<file path="config.mk">
export PLATFORM = sky130hd
export DESIGN_NAME = asd_serial_status
export DESIGN_NICKNAME = d
export VERILOG_FILES = /design/src/asd_pkg.sv /design/src/asd_serial_status.sv /design/src/asd_flag_cell.sv
export VERILOG_INCLUDE_DIRS = /design/src
export SDC_FILE = /design/constraint.sdc
export NUM_CORES = 1
export LEC_CHECK = 0
export BUFFER_PORTS_ARGS = -buffer_cell sky130_fd_sc_hd__buf_2
export CAP_MARGIN = 20
export CORE_ASPECT_RATIO = 1.5
export CORE_MARGIN = 8
export CORE_UTILIZATION = 46
export DETAILED_ROUTE_END_ITERATION = 8
export PLACE_DENSITY = 0.77
export SYNTH_ARGS = -nofsm -noshare
export SYNTH_HDL_FRONTEND = slang
export SYNTH_HIERARCHICAL = 1
export SYNTH_SLANG_ARGS = --single-unit
</file>
<file path="constraint.sdc">
create_clock -name core_clk -period 2.36 [get_ports core_clk]
set_input_delay 0 -clock core_clk [delete_from_list [all_inputs] [get_ports core_clk]]
set_output_delay 0 -clock core_clk [all_outputs]
set_load 0.01 [all_outputs]
</file>
<file path="src/asd_defines.svh">
`ifndef ASD_DEFINES_SVH
`define ASD_DEFINES_SVH

// ----------------------------------------------------------------
// Register addresses
// ----------------------------------------------------------------
`define ASD_ADDR_CTRL3  16'h0015
`define ASD_ADDR_STAT1  16'h0016
`define ASD_ADDR_STAT2  16'h0017
`define ASD_ADDR_DATA   16'h0018

// ----------------------------------------------------------------
// Control three fields
// ----------------------------------------------------------------
`define ASD_C3_RX9      7
`define ASD_C3_TX9      6
`define ASD_C3_DMARX    5
`define ASD_C3_DMATX    4
`define ASD_C3_OVERRUN_IRQ_ENABLE     3
`define ASD_C3_NOISE_IRQ_ENABLE     2
`define ASD_C3_FRAMING_IRQ_ENABLE     1
`define ASD_C3_PARITY_IRQ_ENABLE     0

// ----------------------------------------------------------------
// Flag cell indices (equal to status one bit positions, except break at 6)
// ----------------------------------------------------------------
`define ASD_FLAGS       8
`define ASD_F_PAR       0
`define ASD_F_FRM       1
`define ASD_F_NSE       2
`define ASD_F_OVR       3
`define ASD_F_IDLE      4
`define ASD_F_RXF       5
`define ASD_F_BRK       6
`define ASD_F_TXE       7

// ----------------------------------------------------------------
// Status two fields and reset values
// ----------------------------------------------------------------
`define ASD_S2_BRK      1
`define ASD_S2_RPF      0
`define ASD_BYTE_ZERO   8'h00
`define ASD_RST_TXE     1'b1
`define ASD_RST_TC      1'b1

`endif

</file>
<file path="src/asd_pkg.sv">
package asd_pkg;
  typedef logic [7:0]  asd_byte_t;
  typedef logic [15:0] asd_addr_t;
endpackage

</file>
<file path="src/asd_serial_status.sv">
`timescale 1ns/1ns
`include "asd_defines.svh"

// Notes on behaviour
// - Noise enable bit gates noise flag onto error request; reset clears it.
// - Framing enable bit gates framing flag onto error request; reset clears it.
// - Parity enable bit gates parity flag onto error request; reset clears it.
// - Tx-empty sets on shift load, clears by armed status read then data write.
// - Tx-done is set while tx-empty set and nothing shifts out; reset sets.
// - Tx-done clears as soon as data, preamble or break is queued.
// - Rx-full sets on data move, clears by armed status read then data read.
// - Idle sets on idle detect, clears by armed status read then data read.
// - Idle may set only after a character set rx-full since enable or clear.
// - Overrun sets when a character completes while full; new character dropped.
// - Data read clears overrun only if it was set at the status read.
// - Noise flag sets on noise; status read then data read clears it.
// - Framing flag sets on zero stop bit; armed sequence clears it.
// - Parity flag sets on parity failure; armed sequence clears it.
// - Break sets break, framing, rx-full; clears ninth bit in nine-bit mode.
// - Break clears via status two then data read; rearms after line high.
// - Rx-active sets on zero in first sample slot; false start or idle clears.
// - Data address reads received byte, writes transmit byte; reset keeps it.
// - Overrun enable bit gates overrun flag onto error request.
// - Ninth bit captured together with the eight data bits.

module asd_serial_status
  import asd_pkg::*;
(
  input  wire logic              core_clk,
  input  wire logic              rst,
  input  wire logic              ce,
  // CPU side
  input  wire asd_pkg::asd_addr_t busAddr,
  input  wire logic              busRd,
  input  wire logic              busWr,
  input  wire asd_pkg::asd_byte_t busWdata,
  output asd_pkg::asd_byte_t     busRdata,
  // Enables held in control two
  input  wire logic              tx_empty_irq_enable,
  input  wire logic              tx_done_irq_enable,
  input  wire logic              rx_full_irq_enable,
  input  wire logic              line_quiet_irq_enable,
  input  wire logic              rxEnable,
  input  wire logic              nineBitMode,
  // Receive engine events
  input  wire logic              rxCharDone,
  input  wire asd_pkg::asd_byte_t rxShiftData,
  input  wire logic              rxShiftNinth,
  input  wire logic              rxParityErr,
  input  wire logic              noise_fault_bit,
  input  wire logic              rxStopZero,
  input  wire logic              rxBreakSeen,
  input  wire logic              rxIdleSeen,
  input  wire logic              first_sample_slot,
  input  wire logic              rxFalseStart,
  input  wire logic              rx_pin,
  // Transmit engine events
  input  wire logic              txShiftLoad,
  input  wire logic              txShifting,
  input  wire logic              txQueued,
  output asd_pkg::asd_byte_t     txData,
  output logic                   txNinth,
  output logic                   txEmpty,
  // Requests
  output logic                   errIrq,
  output logic                   txIrq,
  output logic                   rxIrq
);

  // ----------------------------------------------------------------
  // Bus decode
  // ----------------------------------------------------------------
  wire hitCtrl3 = (busAddr == `ASD_ADDR_CTRL3);
  wire hitStat1 = (busAddr == `ASD_ADDR_STAT1);
  wire hitStat2 = (busAddr == `ASD_ADDR_STAT2);
  wire hitData  = (busAddr == `ASD_ADDR_DATA);

  wire rdStat1 = busRd && hitStat1;
  wire rdStat2 = busRd && hitStat2;
  wire rdData  = busRd && hitData;
  wire wrData  = busWr && hitData;
  wire wrCtrl3 = busWr && hitCtrl3;

  // ----------------------------------------------------------------
  // State
  // ----------------------------------------------------------------
  logic      rxPinMeta_q;
  logic      rxPinSync_q;
  logic      rxPinPrev_q;
  logic      rxEnable_q;
  logic      idleAllowed_q;
  logic      idleAllowed_d;
  logic      breakAllowed_q;
  logic      breakAllowed_d;
  logic      rxActive_q;
  logic      rxActive_d;
  logic      txDone_q;
  logic      txDone_d;
  logic      overrunEn_q;
  logic      noiseEn_q;
  logic      framingEn_q;
  logic      parityEn_q;
  logic      dmaRx_q;
  logic      dmaTx_q;
  logic      txNinth_q;
  logic      rxNinth_q;
  asd_byte_t rxData_q;
  asd_byte_t txData_q;
  asd_byte_t busRdata_q;
  logic      errIrq_q;
  logic      txIrq_q;
  logic      rxIrq_q;

  logic [`ASD_FLAGS-1:0] flagSet;
  logic [`ASD_FLAGS-1:0] flagArm;
  logic [`ASD_FLAGS-1:0] flagClr;
  logic [`ASD_FLAGS-1:0] flagVal;
  logic [`ASD_FLAGS-1:0] flagArmed;

  // ----------------------------------------------------------------
  // Receive events
  // ----------------------------------------------------------------
  wire rxFull     = flagVal[`ASD_F_RXF];
  wire breakSet   = rxBreakSeen && breakAllowed_q;
  wire overrunSet = rxCharDone && rxFull;
  wire charTaken  = rxCharDone && !rxFull;
  wire idleSet    = rxIdleSeen && idleAllowed_q;
  wire rxEnRise   = rxEnable && !rxEnable_q;
  wire rxPinRise  = rxPinSync_q && !rxPinPrev_q;
  wire idleCleared = flagVal[`ASD_F_IDLE] && rdData && flagArmed[`ASD_F_IDLE];

  assign flagSet[`ASD_F_PAR]  = rxCharDone && rxParityErr;
  assign flagSet[`ASD_F_FRM]  = (rxCharDone && rxStopZero) || breakSet;
  assign flagSet[`ASD_F_NSE]  = rxCharDone && noise_fault_bit;
  assign flagSet[`ASD_F_OVR]  = overrunSet;
  assign flagSet[`ASD_F_IDLE] = idleSet;
  assign flagSet[`ASD_F_RXF]  = charTaken || breakSet;
  assign flagSet[`ASD_F_BRK]  = breakSet;
  assign flagSet[`ASD_F_TXE]  = txShiftLoad;

  // Break arms from status two; all others from status one
  assign flagArm[`ASD_F_BRK] = rdStat2;
  assign flagClr[`ASD_F_TXE] = wrData;
  assign flagClr[`ASD_F_BRK] = rdData;

  genvar gi;
  generate
    for (gi = 0; gi < `ASD_FLAGS; gi++) begin : g_flag
      if (gi != `ASD_F_BRK) begin : g_arm1
        assign flagArm[gi] = rdStat1;
      end
      if ((gi != `ASD_F_BRK) && (gi != `ASD_F_TXE)) begin : g_clrd
        assign flagClr[gi] = rdData;
      end
      asd_flag_cell #(
        .RESET_VAL  ((gi == `ASD_F_TXE) ? `ASD_RST_TXE : 1'b0),
        .ARM_ALWAYS (gi == `ASD_F_NSE)
      ) u_cell (
        .core_clk (core_clk),
        .rst      (rst),
        .ce       (ce),
        .setEv    (flagSet[gi]),
        .armEv    (flagArm[gi]),
        .clrEv    (flagClr[gi]),
        .flag     (flagVal[gi]),
        .armed    (flagArmed[gi])
      );
    end
  endgenerate

  // ----------------------------------------------------------------
  // Qualifiers for idle, break and reception in progress
  // ----------------------------------------------------------------
  // Gate reopens only after a real character, not after a break
  assign idleAllowed_d  = charTaken ? 1'b1 : ((rxEnRise || idleCleared) ? 1'b0 : idleAllowed_q);
  // Rearm on a rising edge only: the synced level still shows
  // the line high for two cycles after a break pulse
  assign breakAllowed_d = breakSet ? 1'b0 : (rxPinRise ? 1'b1 : breakAllowed_q);
  assign rxActive_d     = first_sample_slot ? 1'b1 : ((rxFalseStart || rxIdleSeen) ? 1'b0 : rxActive_q);
  // Queueing drops tx-done at once, before the line really moves
  assign txDone_d       = flagVal[`ASD_F_TXE] && !txShifting && !txQueued && !wrData;

  always_ff @(posedge core_clk) begin
    if (rst) begin
      rxPinMeta_q    <= 1'b1;
      rxPinSync_q    <= 1'b1;
      rxPinPrev_q    <= 1'b1;
      rxEnable_q     <= 1'b0;
      idleAllowed_q  <= 1'b0;
      breakAllowed_q <= 1'b1;
      rxActive_q     <= 1'b0;
      txDone_q       <= `ASD_RST_TC;
    end else if (ce) begin
      rxPinMeta_q    <= rx_pin;
      rxPinSync_q    <= rxPinMeta_q;
      rxPinPrev_q    <= rxPinSync_q;
      rxEnable_q     <= rxEnable;
      idleAllowed_q  <= idleAllowed_d;
      breakAllowed_q <= breakAllowed_d;
      rxActive_q     <= rxActive_d;
      txDone_q       <= txDone_d;
    end
  end

  // ----------------------------------------------------------------
  // Control three
  // ----------------------------------------------------------------
  always_ff @(posedge core_clk) begin
    if (rst) begin
      overrunEn_q <= 1'b0;
      noiseEn_q   <= 1'b0;
      framingEn_q <= 1'b0;
      parityEn_q  <= 1'b0;
      dmaRx_q     <= 1'b0;
      dmaTx_q     <= 1'b0;
    end else if (ce && wrCtrl3) begin
      overrunEn_q <= busWdata[`ASD_C3_OVERRUN_IRQ_ENABLE];
      noiseEn_q   <= busWdata[`ASD_C3_NOISE_IRQ_ENABLE];
      framingEn_q <= busWdata[`ASD_C3_FRAMING_IRQ_ENABLE];
      parityEn_q  <= busWdata[`ASD_C3_PARITY_IRQ_ENABLE];
      dmaRx_q     <= busWdata[`ASD_C3_DMARX];
      dmaTx_q     <= busWdata[`ASD_C3_DMATX];
    end
  end

  // ----------------------------------------------------------------
  // Data storage, untouched by reset
  // ----------------------------------------------------------------
  wire [7:0] rxByteIn  = breakSet ? `ASD_BYTE_ZERO : rxShiftData;
  wire       rxNinthIn = breakSet ? 1'b0 : (nineBitMode ? rxShiftNinth : rxShiftData[7]);
  wire       rxLoad    = charTaken || breakSet;

  always_ff @(posedge core_clk) begin
    if (ce && rxLoad) begin
      rxData_q  <= rxByteIn;
      rxNinth_q <= rxNinthIn;
    end
    if (ce && wrData) begin
      txData_q  <= busWdata;
    end
    if (ce && wrCtrl3) begin
      txNinth_q <= busWdata[`ASD_C3_TX9];
    end
  end

  // ----------------------------------------------------------------
  // Read mux and requests
  // ----------------------------------------------------------------
  wire [7:0] ctrl3Val = {rxNinth_q, txNinth_q, dmaRx_q, dmaTx_q,
                         overrunEn_q, noiseEn_q, framingEn_q, parityEn_q};
  wire [7:0] stat1Val = {flagVal[`ASD_F_TXE], txDone_q, flagVal[`ASD_F_RXF], flagVal[`ASD_F_IDLE],
                         flagVal[`ASD_F_OVR], flagVal[`ASD_F_NSE], flagVal[`ASD_F_FRM], flagVal[`ASD_F_PAR]};
  wire [7:0] stat2Val = {6'h00, flagVal[`ASD_F_BRK], rxActive_q};
  wire [7:0] readMux  = hitCtrl3 ? ctrl3Val :
                        hitStat1 ? stat1Val :
                        hitStat2 ? stat2Val :
                        hitData  ? rxData_q : `ASD_BYTE_ZERO;

  // Break flag is left out of every request
  wire errSrc = (flagVal[`ASD_F_OVR] && overrunEn_q) ||
                (flagVal[`ASD_F_NSE] && noiseEn_q)   ||
                (flagVal[`ASD_F_FRM] && framingEn_q) ||
                (flagVal[`ASD_F_PAR] && parityEn_q);
  wire txSrc  = (flagVal[`ASD_F_TXE] && tx_empty_irq_enable) || (txDone_q && tx_done_irq_enable);
  wire rxSrc  = (flagVal[`ASD_F_RXF] && rx_full_irq_enable) ||
                (flagVal[`ASD_F_IDLE] && line_quiet_irq_enable);

  always_ff @(posedge core_clk) begin
    if (rst) begin
      busRdata_q <= `ASD_BYTE_ZERO;
      errIrq_q   <= 1'b0;
      txIrq_q    <= 1'b0;
      rxIrq_q    <= 1'b0;
    end else if (ce) begin
      if (busRd) begin
        busRdata_q <= readMux;
      end
      errIrq_q <= errSrc;
      txIrq_q  <= txSrc;
      rxIrq_q  <= rxSrc;
    end
  end

  assign busRdata = busRdata_q;
  assign txData   = txData_q;
  assign txNinth  = txNinth_q;
  assign txEmpty  = flagVal[`ASD_F_TXE];
  assign errIrq   = errIrq_q;
  assign txIrq    = txIrq_q;
  assign rxIrq    = rxIrq_q;
endmodule

</file>
<file path="src/asd_flag_cell.sv">
`timescale 1ns/1ns
`include "asd_defines.svh"

module asd_flag_cell #(
  parameter logic RESET_VAL  = 1'b0,
  parameter logic ARM_ALWAYS = 1'b0
) (
  input  wire logic core_clk,
  input  wire logic rst,
  input  wire logic ce,
  input  wire logic setEv,
  input  wire logic armEv,
  input  wire logic clrEv,
  output logic      flag,
  output logic      armed
);

  logic flag_q;
  logic flag_d;
  logic armed_q;
  logic armed_d;

  // Set beats a clearing access in the same cycle
  assign flag_d  = setEv ? 1'b1 : ((clrEv && armed_q) ? 1'b0 : flag_q);
  // Arm only if the status read saw the flag set, or on every status read when ARM_ALWAYS
  assign armed_d = armEv ? (flag_q | ARM_ALWAYS) : (clrEv ? 1'b0 : armed_q);

  always_ff @(posedge core_clk) begin
    if (rst) begin
      flag_q  <= RESET_VAL;
      armed_q <= 1'b0;
    end else if (ce) begin
      flag_q  <= flag_d;
      armed_q <= armed_d;
    end
  end

  assign flag  = flag_q;
  assign armed = armed_q;

endmodule

</file>
==> results of run 1 <==
==> synthesized netlist by cell type, drive strengths merged, types with 2 or more instances <==
master / n / area [um2]
or4: 4 / 41.3
nand2: 15 / 63.8
o211ai: 2 / 15.0
or4bb: 2 / 22.5
nand3: 13 / 65.1
mux2i: 5 / 50.1
and4b: 8 / 80.1
nor2: 9 / 33.8
and2: 17 / 106
nor3: 2 / 10.0
and3: 2 / 12.5
a31o: 7 / 61.3
o21ai: 25 / 129
a32oi: 7 / 61.3
nor4: 4 / 52.6
a21bo: 2 / 20.0
or4b: 2 / 23.8
inv: 12 / 45.0
clkbuf: 5 / 18.8
nand2b: 3 / 18.8
a221oi: 2 / 17.5
a31oi: 2 / 12.5
nor2b: 6 / 37.5
a21oi: 13 / 65.1
dfxtp: 41 / 821
a22oi: 10 / 75.1
edfxtp: 18 / 541
buf: 6 / 40.0
a32o: 6 / 60.1
==> critical path, cell delays in order <==
cell	delay, ns
sky130_fd_sc_hd__buf_2	0.10
sky130_fd_sc_hd__or4_4	0.58
sky130_fd_sc_hd__nor4_2	0.31
sky130_fd_sc_hd__buf_4	0.23
sky130_fd_sc_hd__and2_1	0.23
sky130_fd_sc_hd__o41ai_1	0.10
sky130_fd_sc_hd__dlygate4sd3_1	0.56
==> flip-flops by register name, indices dropped and copies added (netlist names), 8 cells and up <==
signal / count
rxData_q: 8
txData: 8
busRdata: 8
g_flag.u_cell/flag: 8
g_flag.u_cell/armed: 8
==> layout by cell type (no fill, tap or decap), types with 2 or more instances in the layout <==
cell type,netlist,layout
sky130_fd_sc_hd__nor4_2,2,2
sky130_fd_sc_hd__nor2b_1,6,6
sky130_fd_sc_hd__a31oi_1,2,2
sky130_fd_sc_hd__or4_4,3,3
sky130_fd_sc_hd__o21ai_0,10,10
sky130_fd_sc_hd__dfxtp_1,41,41
sky130_fd_sc_hd__and3_1,2,2
sky130_fd_sc_hd__a32o_1,6,6
sky130_fd_sc_hd__a21oi_1,13,13
sky130_fd_sc_hd__a221oi_1,2,2
sky130_fd_sc_hd__inv_1,12,12
sky130_fd_sc_hd__and4b_1,8,8
sky130_fd_sc_hd__nand2_1,14,14
sky130_fd_sc_hd__and2_1,17,17
sky130_fd_sc_hd__a31o_1,7,7
sky130_fd_sc_hd__o211ai_1,2,2
sky130_fd_sc_hd__clkbuf_8,0,9
sky130_fd_sc_hd__nand3_1,13,13
sky130_fd_sc_hd__nand2b_1,3,3
sky130_fd_sc_hd__nor3_1,2,2
sky130_fd_sc_hd__buf_2,2,76
sky130_fd_sc_hd__a32oi_1,7,7
sky130_fd_sc_hd__clkinv_4,0,2
sky130_fd_sc_hd__o21ai_1,14,14
sky130_fd_sc_hd__bufinv_16,0,2
sky130_fd_sc_hd__mux2i_1,5,5
sky130_fd_sc_hd__nor2_1,9,9
sky130_fd_sc_hd__dlygate4sd3_1,0,28
sky130_fd_sc_hd__or4bb_1,2,2
sky130_fd_sc_hd__buf_4,0,7
sky130_fd_sc_hd__a22oi_1,10,10
sky130_fd_sc_hd__edfxtp_1,18,18
==> cells by family after synthesis <==
group,after synthesis
compound gates,81
buf+inv,23
flops,59
mux,5
simple gates,91
==> per-stage QoR <==
stage	utilization [%]	hold slack, ns	setup WS (ns)	instance area (um2)	power, mW
floorplan	-	0.0691	0.0253	2670	1.21
global placement	55.0	0.178	0.232	3140	1.30
detailed placement	55.0	0.182	0.172	3140	1.31
CTS	63.8	0.00477	0.486	3630	2.34
global route	63.8	0.0290	0.367	3630	2.41
finish	63.8	-0.00103	0.467	3630	2.33
==> power groups by stage <==
stage	Combinational, mW	Sequential [mW]	Clock (mW)
2_1_floorplan	0.0933	1.12	0
3_3_place_gp	0.178	1.13	0
3_5_place_dp	0.184	1.13	0
4_1_cts	0.223	1.10	1.02
5_1_grt	0.247	1.11	1.06
6_report	0.223	1.10	1.00
==> layout make-up <==
type | instances | share of cell area [%]
clock buffers | 10 | 3.51
clock inverters | 6 | 2.48
inverters | 12 | 1.24
multi-input cells | 177 | 33.2
flip-flops and latches | 59 | 37.5
well taps | 72 | 2.48
repair buffers | 111 | 19.6
==> layer usage <==
| metal | vias to the layer above | share of wire (%) | global-route usage (%) |
|---|---|---|---|
| li1 | 1209 | - | - |
| met1 | 1168 | 39 | 18.1 |
| met2 | 74 | 53 | 31.7 |
| met3 | 18 | 4.7 | 4.58 |
| met4 | 0 | 3.7 | 10.5 |
| met5 | - | 0 | 0 |
==> worst max-delay path by stage <==
stage | from | cells after the start | end
6_report | busAddr[9] | 7 | txDone_q$_SDFFE_PP1P_
2_1_floorplan | busAddr[7] | 7 | g_flag[7].u_cell/armed$_SDFFE_PP0P_
3_3_place_gp | busAddr[9] | 8 | g_flag[7].u_cell/armed$_SDFFE_PP0P_
3_5_place_dp | busAddr[9] | 8 | g_flag[5].u_cell/armed$_SDFFE_PP0P_
4_1_cts | busAddr[9] | 7 | txDone_q$_SDFFE_PP1P_
5_1_grt | busAddr[9] | 8 | g_flag[1].u_cell/armed$_SDFFE_PP0P_
==> impl_summary.txt, run 1 <==
----------------------------------------------------
[Status]
  Outcome ... complete, but fails checks
  Violations in the final reports ... negative hold slack

[Setup path]
  Capture point of the worst reg-to-reg path ... rxData_q[2]$_SDFFCE_PP0P_
  Worst EP required ... 2.57 ns
  Element type at the critical path start ... input port
  CP max FO ... 12
  Setup slack, reg-to-reg ... 0.82 ns
  Type of the worst setup path ... input port to flip-flop
  Register-to-Register Path Depth ... 3
  Critical path data arrival time ... 2.11 ns
  Launch instance of the worst register-to-register path ... breakAllowed_q$_SDFFE_PP1P_
  Kind of end point of the critical path ... flip-flop

[Logic synthesis]
  Synthesized-area fraction occupied by ao, oa, aoi and oai cells ... 21.0%
  Count of yosys warnings during synthesis ... 6
  Simple logic cell fraction of the synthesized area ... 22.3%
  Dominant combinational cell family by area after synthesis ... simple AND/OR/NAND/NOR gates
  Async set or reset register ratio after synthesis ... 0%
  Synth Register Bits ... 59
  Adder-cell area share of the yosys netlist ... 0%
  Mux contribution to synthesized area ... 1.87%
  Xor/xnor cell area share of the yosys netlist ... 0%
  Number of synthesized flops with an enable pin ... 18
  Synth Net Count ... 315
  Sequential area share after synthesis ... 50.9%
  Dominant register cell in the synthesized netlist ... sky130_fd_sc_hd__dfxtp_1
  Unique masters post-synth ... 48
  Gate count of the mapped netlist ... 259
  Synth Cell Area ... 0.00267 mm2
  Average instance area after synthesis ... 10.3 um2

[STA]
  Endpoints failing setup ... 0
  Final worst-path cycle share ... 80.2%
  TNS Setup ... 0 ns
  Maximum frequency from static timing analysis ... 528 MHz
  Worst Skew ... 0.00767 ns
  Shortest clock period the worst path allows after layout ... 1.89 ns
  RSZ-0062 raised after global routing ... false
  Worst-margin pin slew ... 0.722 ns
  Max-slew violation total from the final report ... 0
  Minimum hold slack ... -0.00103 ns
  Headroom to the max-slew limit ... 51.5%
  Final hold violations ... 1

[Power and ir drop]
  Switching share of total power ... 23.0%
  Clock share of power ... 43.0%
  Total power density per cell area ... 640 mW/mm2
  Power share of the combinational group ... 9.6%
  Share of total power in sequential cells ... 47.4%
  Maximum vdd drop ... 0.454 mV
  Leakage power of the design ... 1.49 nW
  Switching power summed over all nets ... 0.534 mW
  Internal Dissipation ... 1.79 mW

[CTS]
  Cell at the root of the clock tree ... sky130_fd_sc_hd__clkbuf_8
  TritonCTS Buffers ... 9
  Worst-Skew Late Latency ... 0.33 ns
  Clock edge transition at the registers on the reported setup and hold paths ... 0.07 ns
  Maximum level of the CTS H-tree ... 3
  Post-CTS setup buffer count ... 0
  CTS sink cnt ... 59
  Number of buffers added to fix hold violations after cts ... 28
  CTS tree ... built
  Max Root-Sink Buffers ... 2
  Resize count post-CTS ... 0

[GRT]
  Maximum number of pins on one net before global-route repair ... 37
  Number of antenna violations at the first check in global routing ... 0
  Wire length of the first global-routing pass ... 12100 um
  Tot GR Track Use ... 17.7%
  Total congestion overflow after global routing ... 0
  Via count of the first global-routing pass ... 2643

[Floorplanning]
  # rows ... 34
  Effective utilization at floorplan ... 46.9%
  Die X ... 78.2 um
  Core region area ... 0.00570 mm2
  Overall die area ... 0.00856 mm2
  Die height ... 109 um
  Number of ports placed on the die boundary ... 77

[Final layout]
  Fraction of layout cells with a size suffix above 1 ... 29.3%
  Filler cell count ... 490
  Number of nets in the layout ... 426
  Sequential standard cell area ... 0.00136 mm2
  Area of the multi-input gates ... 0.00121 mm2
  Diodes inserted ... 0
  Synthesis-to-finish area growth ... 36.0%
  Number of non-filler instances in the completed layout ... 447

[Min path]
  Min-Delay Path Depth ... 3
  Type of the tightest min-delay check ... input port to flip-flop
  HP Start ... tx_empty_irq_enable
  Hold Path Sink ... txIrq$_SDFFE_PP0P_

[Placed design]
  Half-perimeter wire length of the detailed placement result ... 5380 um
  Placed insts ... 403
  Count of buffers inserted at the top-level ports ... 76
  RePlAce Congestion ... 0.861

[Routing]
  Length of the first detailed-routing pass in iterations ... 4
  Number of remaining DRC errors ... 0
  Count of nets left with antenna violations after detail routing ... 0
  Wire length per cell after detailed routing ... 16.8 um
  Avg Vias per Cell ... 5.52
  Final routed wirelength across all metal layers ... 7500 um
  Via Count ... 2469
  DRC marker count from the first detailed-route iteration ... 97

[Run]
  Number of max-cap violations ... 0

----------------------------------------------------
Power figures use the tool's default switching activity.
==> run 2, diff against run 1 <==
Clock period 2.36 ns to 1.6 ns, I/O delays scaled along.
==> impl_summary.txt, run 2 (same netlist as run 1, synthesis figures left out) <==
----------------------------------------------------
[Status]
  Outcome ... complete, no violations

[Routing]
  Via Count ... 2605
  Count of nets left with antenna violations after detail routing ... 0
  Final routed wirelength across all metal layers ... 7760 um
  Routed wl met2 ... 4100 um
  Highest routed metal layer ... met4
  DRC marker count from the first detailed-route iteration ... 193
  Avg Vias per Cell ... 5.59
  Length of the first detailed-routing pass in iterations ... 4
  Wire length per cell after detailed routing ... 16.7 um
  Routed length on met1 ... 2870 um
  Number of remaining DRC errors ... 0
  Met3 wirelength from detailed routing ... 461 um

[Setup path]
  Cell type of the slowest stage on the worst timing path ... sky130_fd_sc_hd__or4_4
  Critical path data arrival time ... 1.77 ns
  Capture point of the worst reg-to-reg path ... txIrq$_SDFFE_PP0P_
  Type of the worst setup path ... input port to flip-flop
  Element type at the critical path start ... input port
  Setup slack, reg-to-reg ... 0.16 ns
  Register-to-Register Path Depth ... 3
  Kind of end point of the critical path ... flip-flop
  CP max FO ... 5
  Worst EP required ... 1.83 ns
  Cells along the critical path ... buf_2 > or4_4 > nor4_4 > nand2_1 > nor3b_4 > buf_4 > o21ai_1 > a31o_1
  Longest individual stage delay on the worst path ... 0.56 ns
  Launch instance of the worst register-to-register path ... g_flag[7].u_cell/flag$_SDFFE_PP1P_

[CTS]
  Cell at the root of the clock tree ... sky130_fd_sc_hd__clkbuf_8
  Max Root-Sink Buffers ... 2
  CTS tree ... built
  TritonCTS Buffers ... 9
  Post-CTS setup buffer count ... 0
  Worst-Skew Late Latency ... 0.34 ns
  Clock edge transition at the registers on the reported setup and hold paths ... 0.07 ns
  CTS sink cnt ... 59
  Maximum level of the CTS H-tree ... 3

[STA]
  Worst Skew ... 0.00818 ns
  Worst-margin pin slew ... 0.462 ns
  Minimum hold slack ... 0.0121 ns
  Maximum frequency from static timing analysis ... 650 MHz
  Final hold violations ... 0
  Max-slew violation total from the final report ... 0
  Headroom to the max-slew limit ... 69.2%
  Shortest clock period the worst path allows after layout ... 1.54 ns
  Endpoints failing setup ... 0
  Final worst-path cycle share ... 96.2%
  RSZ-0062 raised after global routing ... false

[Power and ir drop]
  Total power density per cell area ... 883 mW/mm2
  Switching power summed over all nets ... 0.834 mW
  Internal Dissipation ... 2.51 mW
  Maximum vdd drop ... 0.562 mV
  Power share of the combinational group ... 10.8%
  Switching share of total power ... 24.9%
  Share of total power in sequential cells ... 48.7%
  Clock share of power ... 40.5%
  Leakage power of the design ... 1.59 nW

[Final layout]
  Post-route cell area ... 0.00379 mm2
  Filler cell count ... 458
  Leading cell types in the layout, fill and taps excluded ... sky130_fd_sc_hd__buf_2 (76), sky130_fd_sc_hd__dfxtp_1 (41), sky130_fd_sc_hd__dlygate4sd3_1 (27), sky130_fd_sc_hd__buf_4 (27), sky130_fd_sc_hd__o21ai_1 (20)
  Fraction of layout cells with a size suffix above 1 ... 34.3%
  Area of the multi-input gates ... 0.00124 mm2
  Synthesis-to-finish area growth ... 41.8%
  Sequential standard cell area ... 0.00136 mm2
  Diodes inserted ... 0
  Number of nets in the layout ... 445
  Most common cell after layout, fill and taps aside ... sky130_fd_sc_hd__buf_2

[Floorplanning]
  Die height ... 109 um
  Effective utilization at floorplan ... 46.9%
  Core region area ... 0.00570 mm2
  Die X ... 78.2 um
  Number of ports placed on the die boundary ... 77
  # rows ... 34
  Overall die area ... 0.00856 mm2

[GRT]
  Total congestion overflow after global routing ... 0
  Tot GR Track Use ... 18.3%
  Via count of the first global-routing pass ... 2716
  Maximum number of pins on one net before global-route repair ... 26
  Wire length of the first global-routing pass ... 12500 um
  Number of antenna violations at the first check in global routing ... 0

[Placed design]
  DP Area ... 0.00332 mm2
  RePlAce Congestion ... 0.806
  Count of buffers inserted at the top-level ports ... 76
  Half-perimeter wire length of the detailed placement result ... 5690 um

[Min path]
  Hold Path Sink ... g_flag[0].u_cell/flag$_SDFFE_PP0P_
  Min-Delay Path Depth ... 3
  HP Start ... rxParityErr
  Type of the tightest min-delay check ... input port to flip-flop

[Run]
  Number of max-cap violations ... 0

----------------------------------------------------
==> run 2: changes by cell type in the layout (fill, tap and decap cells not counted), sizes merged <==
cell	previous run	this run
buf	83	103
bufinv	2	1
clkbuf	10	9
clkinvlp	1	2
dlygate4sd3	28	27
inv	12	13
==> run 2: worst max-delay path by stage <==
| stage | from | to | slack [ns] | depth (start not counted) |
|---|---|---|---|---|
| finish | busAddr[12] | g_flag[7].u_cell/armed$_SDFFE_PP0P_ | 0.06 | 8 |
| global route | busAddr[12] | g_flag[4].u_cell/armed$_SDFFE_PP0P_ | 0.008 | 8 |
| floorplan | busAddr[12] | g_flag[7].u_cell/armed$_SDFFE_PP0P_ | -0.23 | 6 |
| detailed placement | busAddr[12] | g_flag[7].u_cell/armed$_SDFFE_PP0P_ | -0.29 | 8 |
| global placement | busAddr[12] | g_flag[7].u_cell/armed$_SDFFE_PP0P_ | -0.27 | 8 |
| CTS | busAddr[12] | g_flag[7].u_cell/armed$_SDFFE_PP0P_ | 0.05 | 8 |
==> run 2: worst max-delay path: cells and delay by family <==
| family | cells | cell delay, ns |
|---|---|---|
| AO/OA/AOI/OAI | 2 | 0.28 |
| AND/OR/NAND/NOR | 4 | 1.24 |
| buffers and inverters | 2 | 0.25 |
==> run 2: per-layer routing <==
metal	vias up	track usage, %
li1	1253	-
met1	1219	18.4
met2	107	32.9
met3	26	4.42
met4	0	11.7
met5	-	0
==> run 2: power by group through the flow <==
stage / clock, mW / combinational (mW) / sequential [mW]
global route: 1.43 / 0.397 / 1.63
detailed placement: 0 / 0.304 / 1.66
finish: 1.35 / 0.362 / 1.63
global placement: 0 / 0.294 / 1.66
CTS: 1.36 / 0.358 / 1.63
floorplan: 0 / 0.140 / 1.65
==> run 2: cell type report <==
class / count / share of cell area [%]
Clock buffer: 9 / 3.27
Clock inverter: 7 / 2.01
Inverter: 12 / 1.19
Multi-Input combinational cell: 177 / 32.7
Sequential cell: 59 / 35.9
Tap cell: 72 / 2.38
Timing Repair Buffer: 130 / 22.5
==> run 2: per-stage QoR <==
stage / setup TNS [ns] / worst slack, ns / total power [mW] / std cells / utilization, %
2_1_floorplan: -2.92 / -0.232 / 1.79 / 259 / -
3_3_place_gp: -7.59 / -0.275 / 1.95 / 423 / 58.2
3_5_place_dp: -7.96 / -0.291 / 1.97 / 423 / 58.2
4_1_cts: 0 / 0.0521 / 3.35 / 466 / 66.5
5_1_grt: 0 / 0.00850 / 3.46 / 466 / 66.5
6_report: 0 / 0.0615 / 3.35 / 466 / 66.5
==> run 2: what timing repair did <==
item,CTS,global route
resized for setup,0,0
hold buffers,27,0
endpoints found under the hold margin,31,0
setup endpoints to repair,0,0
==> run 3, diff against run 2 <==
Clock period 1.6 ns to 1.3 ns, I/O delays scaled along.
==> impl_summary.txt, run 3 (same netlist as run 1, synthesis figures left out) <==
----------------------------------------------------
[Status]
  Outcome ... complete, but fails checks
  Violations in the final reports ... negative hold slack, negative setup slack

[STA]
  Shortest clock period the worst path allows after layout ... 1.55 ns
  Worst-margin pin slew ... 0.538 ns
  Minimum hold slack ... -0.00466 ns
  RSZ-0062 raised after global routing ... true
  Maximum frequency from static timing analysis ... 644 MHz
  Worst Skew ... 0.00763 ns
  Final hold violations ... 1
  Endpoints failing setup ... 40
  Headroom to the max-slew limit ... 64.1%
  Max-slew violation total from the final report ... 0
  Slack of the critical path ... -0.253 ns
  Final worst-path cycle share ... 119%

[GRT]
  Wire length of the first global-routing pass ... 13600 um
  Tot GR Track Use ... 20.1%
  Total congestion overflow after global routing ... 0
  Via count of the first global-routing pass ... 2837
  Number of antenna violations at the first check in global routing ... 0
  Maximum number of pins on one net before global-route repair ... 23

[Routing]
  Length of the first detailed-routing pass in iterations ... 5
  Count of nets left with antenna violations after detail routing ... 0
  Final routed wirelength across all metal layers ... 8610 um
  Via Count ... 2732
  Wire length per cell after detailed routing ... 18.0 um
  DRC marker count from the first detailed-route iteration ... 215
  Avg Vias per Cell ... 5.70
  Number of remaining DRC errors ... 0

[Placed design]
  RePlAce Congestion ... 0.849
  Half-perimeter wire length of the detailed placement result ... 5730 um
  Count of buffers inserted at the top-level ports ... 76

[CTS]
  CTS sink cnt ... 59
  Max Root-Sink Buffers ... 2
  Worst-Skew Late Latency ... 0.34 ns
  TritonCTS Buffers ... 9
  Maximum level of the CTS H-tree ... 3
  Clock edge transition at the registers on the reported setup and hold paths ... 0.07 ns
  CTS tree ... built
  Cell at the root of the clock tree ... sky130_fd_sc_hd__clkbuf_8

[Setup path]
  Cell occurring most often along the worst timing path ... sky130_fd_sc_hd__buf_4
  Cells along the critical path ... buf_6 > or4_4 > buf_4 > nor4_2 > buf_4 > and2_4 > nand3_2 > a221o_1
  First element of the critical path ... busAddr[7]
  Worst Path Buf+Inv ... 3
  Cell type of the slowest stage on the worst timing path ... sky130_fd_sc_hd__or4_4
  Critical path data arrival time ... 1.78 ns
  Kind of end point of the critical path ... flip-flop
  CP max FO ... 6
  Longest individual stage delay on the worst path ... 0.56 ns
  Launch instance of the worst register-to-register path ... g_flag[5].u_cell/flag$_SDFFE_PP0P_
  Critical path's top delay family ... simple AND/OR/NAND/NOR gates
  Type of the worst setup path ... input port to flip-flop
  Worst EP required ... 1.52 ns
  Element type at the critical path start ... input port

[Floorplanning]
  Overall die area ... 0.00856 mm2
  Core region area ... 0.00570 mm2
  Die height ... 109 um
  # rows ... 34
  Number of ports placed on the die boundary ... 77
  Die X ... 78.2 um
  Effective utilization at floorplan ... 46.9%

[Final layout]
  Filler cell count ... 393
  Synthesis-to-finish area growth ... 53.4%
  Most common cell after layout, fill and taps aside ... sky130_fd_sc_hd__buf_2
  Diodes inserted ... 0
  Leading cell types in the layout, fill and taps excluded ... sky130_fd_sc_hd__buf_2 (73), sky130_fd_sc_hd__dfxtp_1 (41), sky130_fd_sc_hd__dlygate4sd3_1 (29)
  Post-Route Utilization ... 71.9%
  Number of nets in the layout ... 458
  Fraction of layout cells with a size suffix above 1 ... 41.5%

[Run]
  Number of max-cap violations ... 0

[Power and ir drop]
  Maximum vdd drop ... 0.846 mV
  Total power density per cell area ... 1050 mW/mm2
  Leakage power of the design ... 1.71 nW

[Min path]
  HP Start ... nineBitMode
  Type of the tightest min-delay check ... input port to flip-flop

----------------------------------------------------
run 3: cell types whose count changed in the layout (fill, tap and decap cells not counted), moves of 2 or more:
cell                            delta
sky130_fd_sc_hd__nand3_1           -6
sky130_fd_sc_hd__buf_2             -3
sky130_fd_sc_hd__buf_6             +8
sky130_fd_sc_hd__buf_12            +4
sky130_fd_sc_hd__o21ai_2          +11
sky130_fd_sc_hd__o21ai_1          -10
sky130_fd_sc_hd__dlygate4sd3_1     +2
sky130_fd_sc_hd__or4_4             +2
sky130_fd_sc_hd__nand3_2           +6
sky130_fd_sc_hd__and2_4            +2
run 3: final cells by class:
class,count,area (um2),area share [%]
Sequential cell,59,1360,33.2
Multi-Input combinational cell,179,1350,33.0
Timing Repair Buffer,141,1030,25.1
Clock buffer,10,149,3.63
Tap cell,72,90.1,2.20
Clock inverter,6,68.8,1.68
Inverter,12,48.8,1.19
run 3: per-stage QoR:
stage	setup TNS (ns)	std cells	total power [mW]	worst slack [ns]	instance area, um2
2_1_floorplan	-13.99	259	2.20	-0.532	2710
5_1_grt	-8.18	479	4.45	-0.290	4100
3_3_place_gp	-19.19	424	2.42	-0.589	3380
3_5_place_dp	-19.77	424	2.44	-0.627	3380
4_1_cts	-3.71	477	4.30	-0.221	3990
6_report	-6.49	479	4.30	-0.253	4100
run 3: power breakdown:
part	internal, mW	total (mW)	switching, mW
clock	1.01	1.80	0.782
sequential	1.96	2.00	0.0378
combinational	0.268	0.504	0.235
total	3.24	4.30	1.06
run 3: final timing paths:
check	end	slack [ns]	depth (start not counted)
hold / removal	rxNinth_q$_SDFFCE_PP0P_	-0.005	3
setup reg to reg	rxData_q[0]$_SDFFCE_PP0P_	0.09	3
hold reg to reg	busRdata[7]$_SDFFE_PP0P_	0.47	2
setup / recovery	g_flag[7].u_cell/flag$_SDFFE_PP1P_	-0.25	8
run 3: routing by layer:
metal / routed length (um) / track usage [%]
met2: 4540 / 34.9
met4: 333 / 12.4
met3: 604 / 6.22
met1: 3140 / 20.8
met5: 0 / 0
run 3: what timing repair did:
item | 4_1_cts | 5_1_grt
hold endpoints to repair | 32 | 0
buffers inserted | 6 | 5
hold buffers | 30 | 0
gates resized for setup | 13 | 23
pin swaps | 10 | 8
endpoints found under the setup margin | 39 | 42
gates cloned | 2 | 0
run 3: worst reg2reg max path, cell delays in order, from the launching register on:
cell	delay [ns]
sky130_fd_sc_hd__dfxtp_1	0.31
sky130_fd_sc_hd__o21ai_0	0.25
sky130_fd_sc_hd__and2_1	0.23
sky130_fd_sc_hd__buf_12	0.14
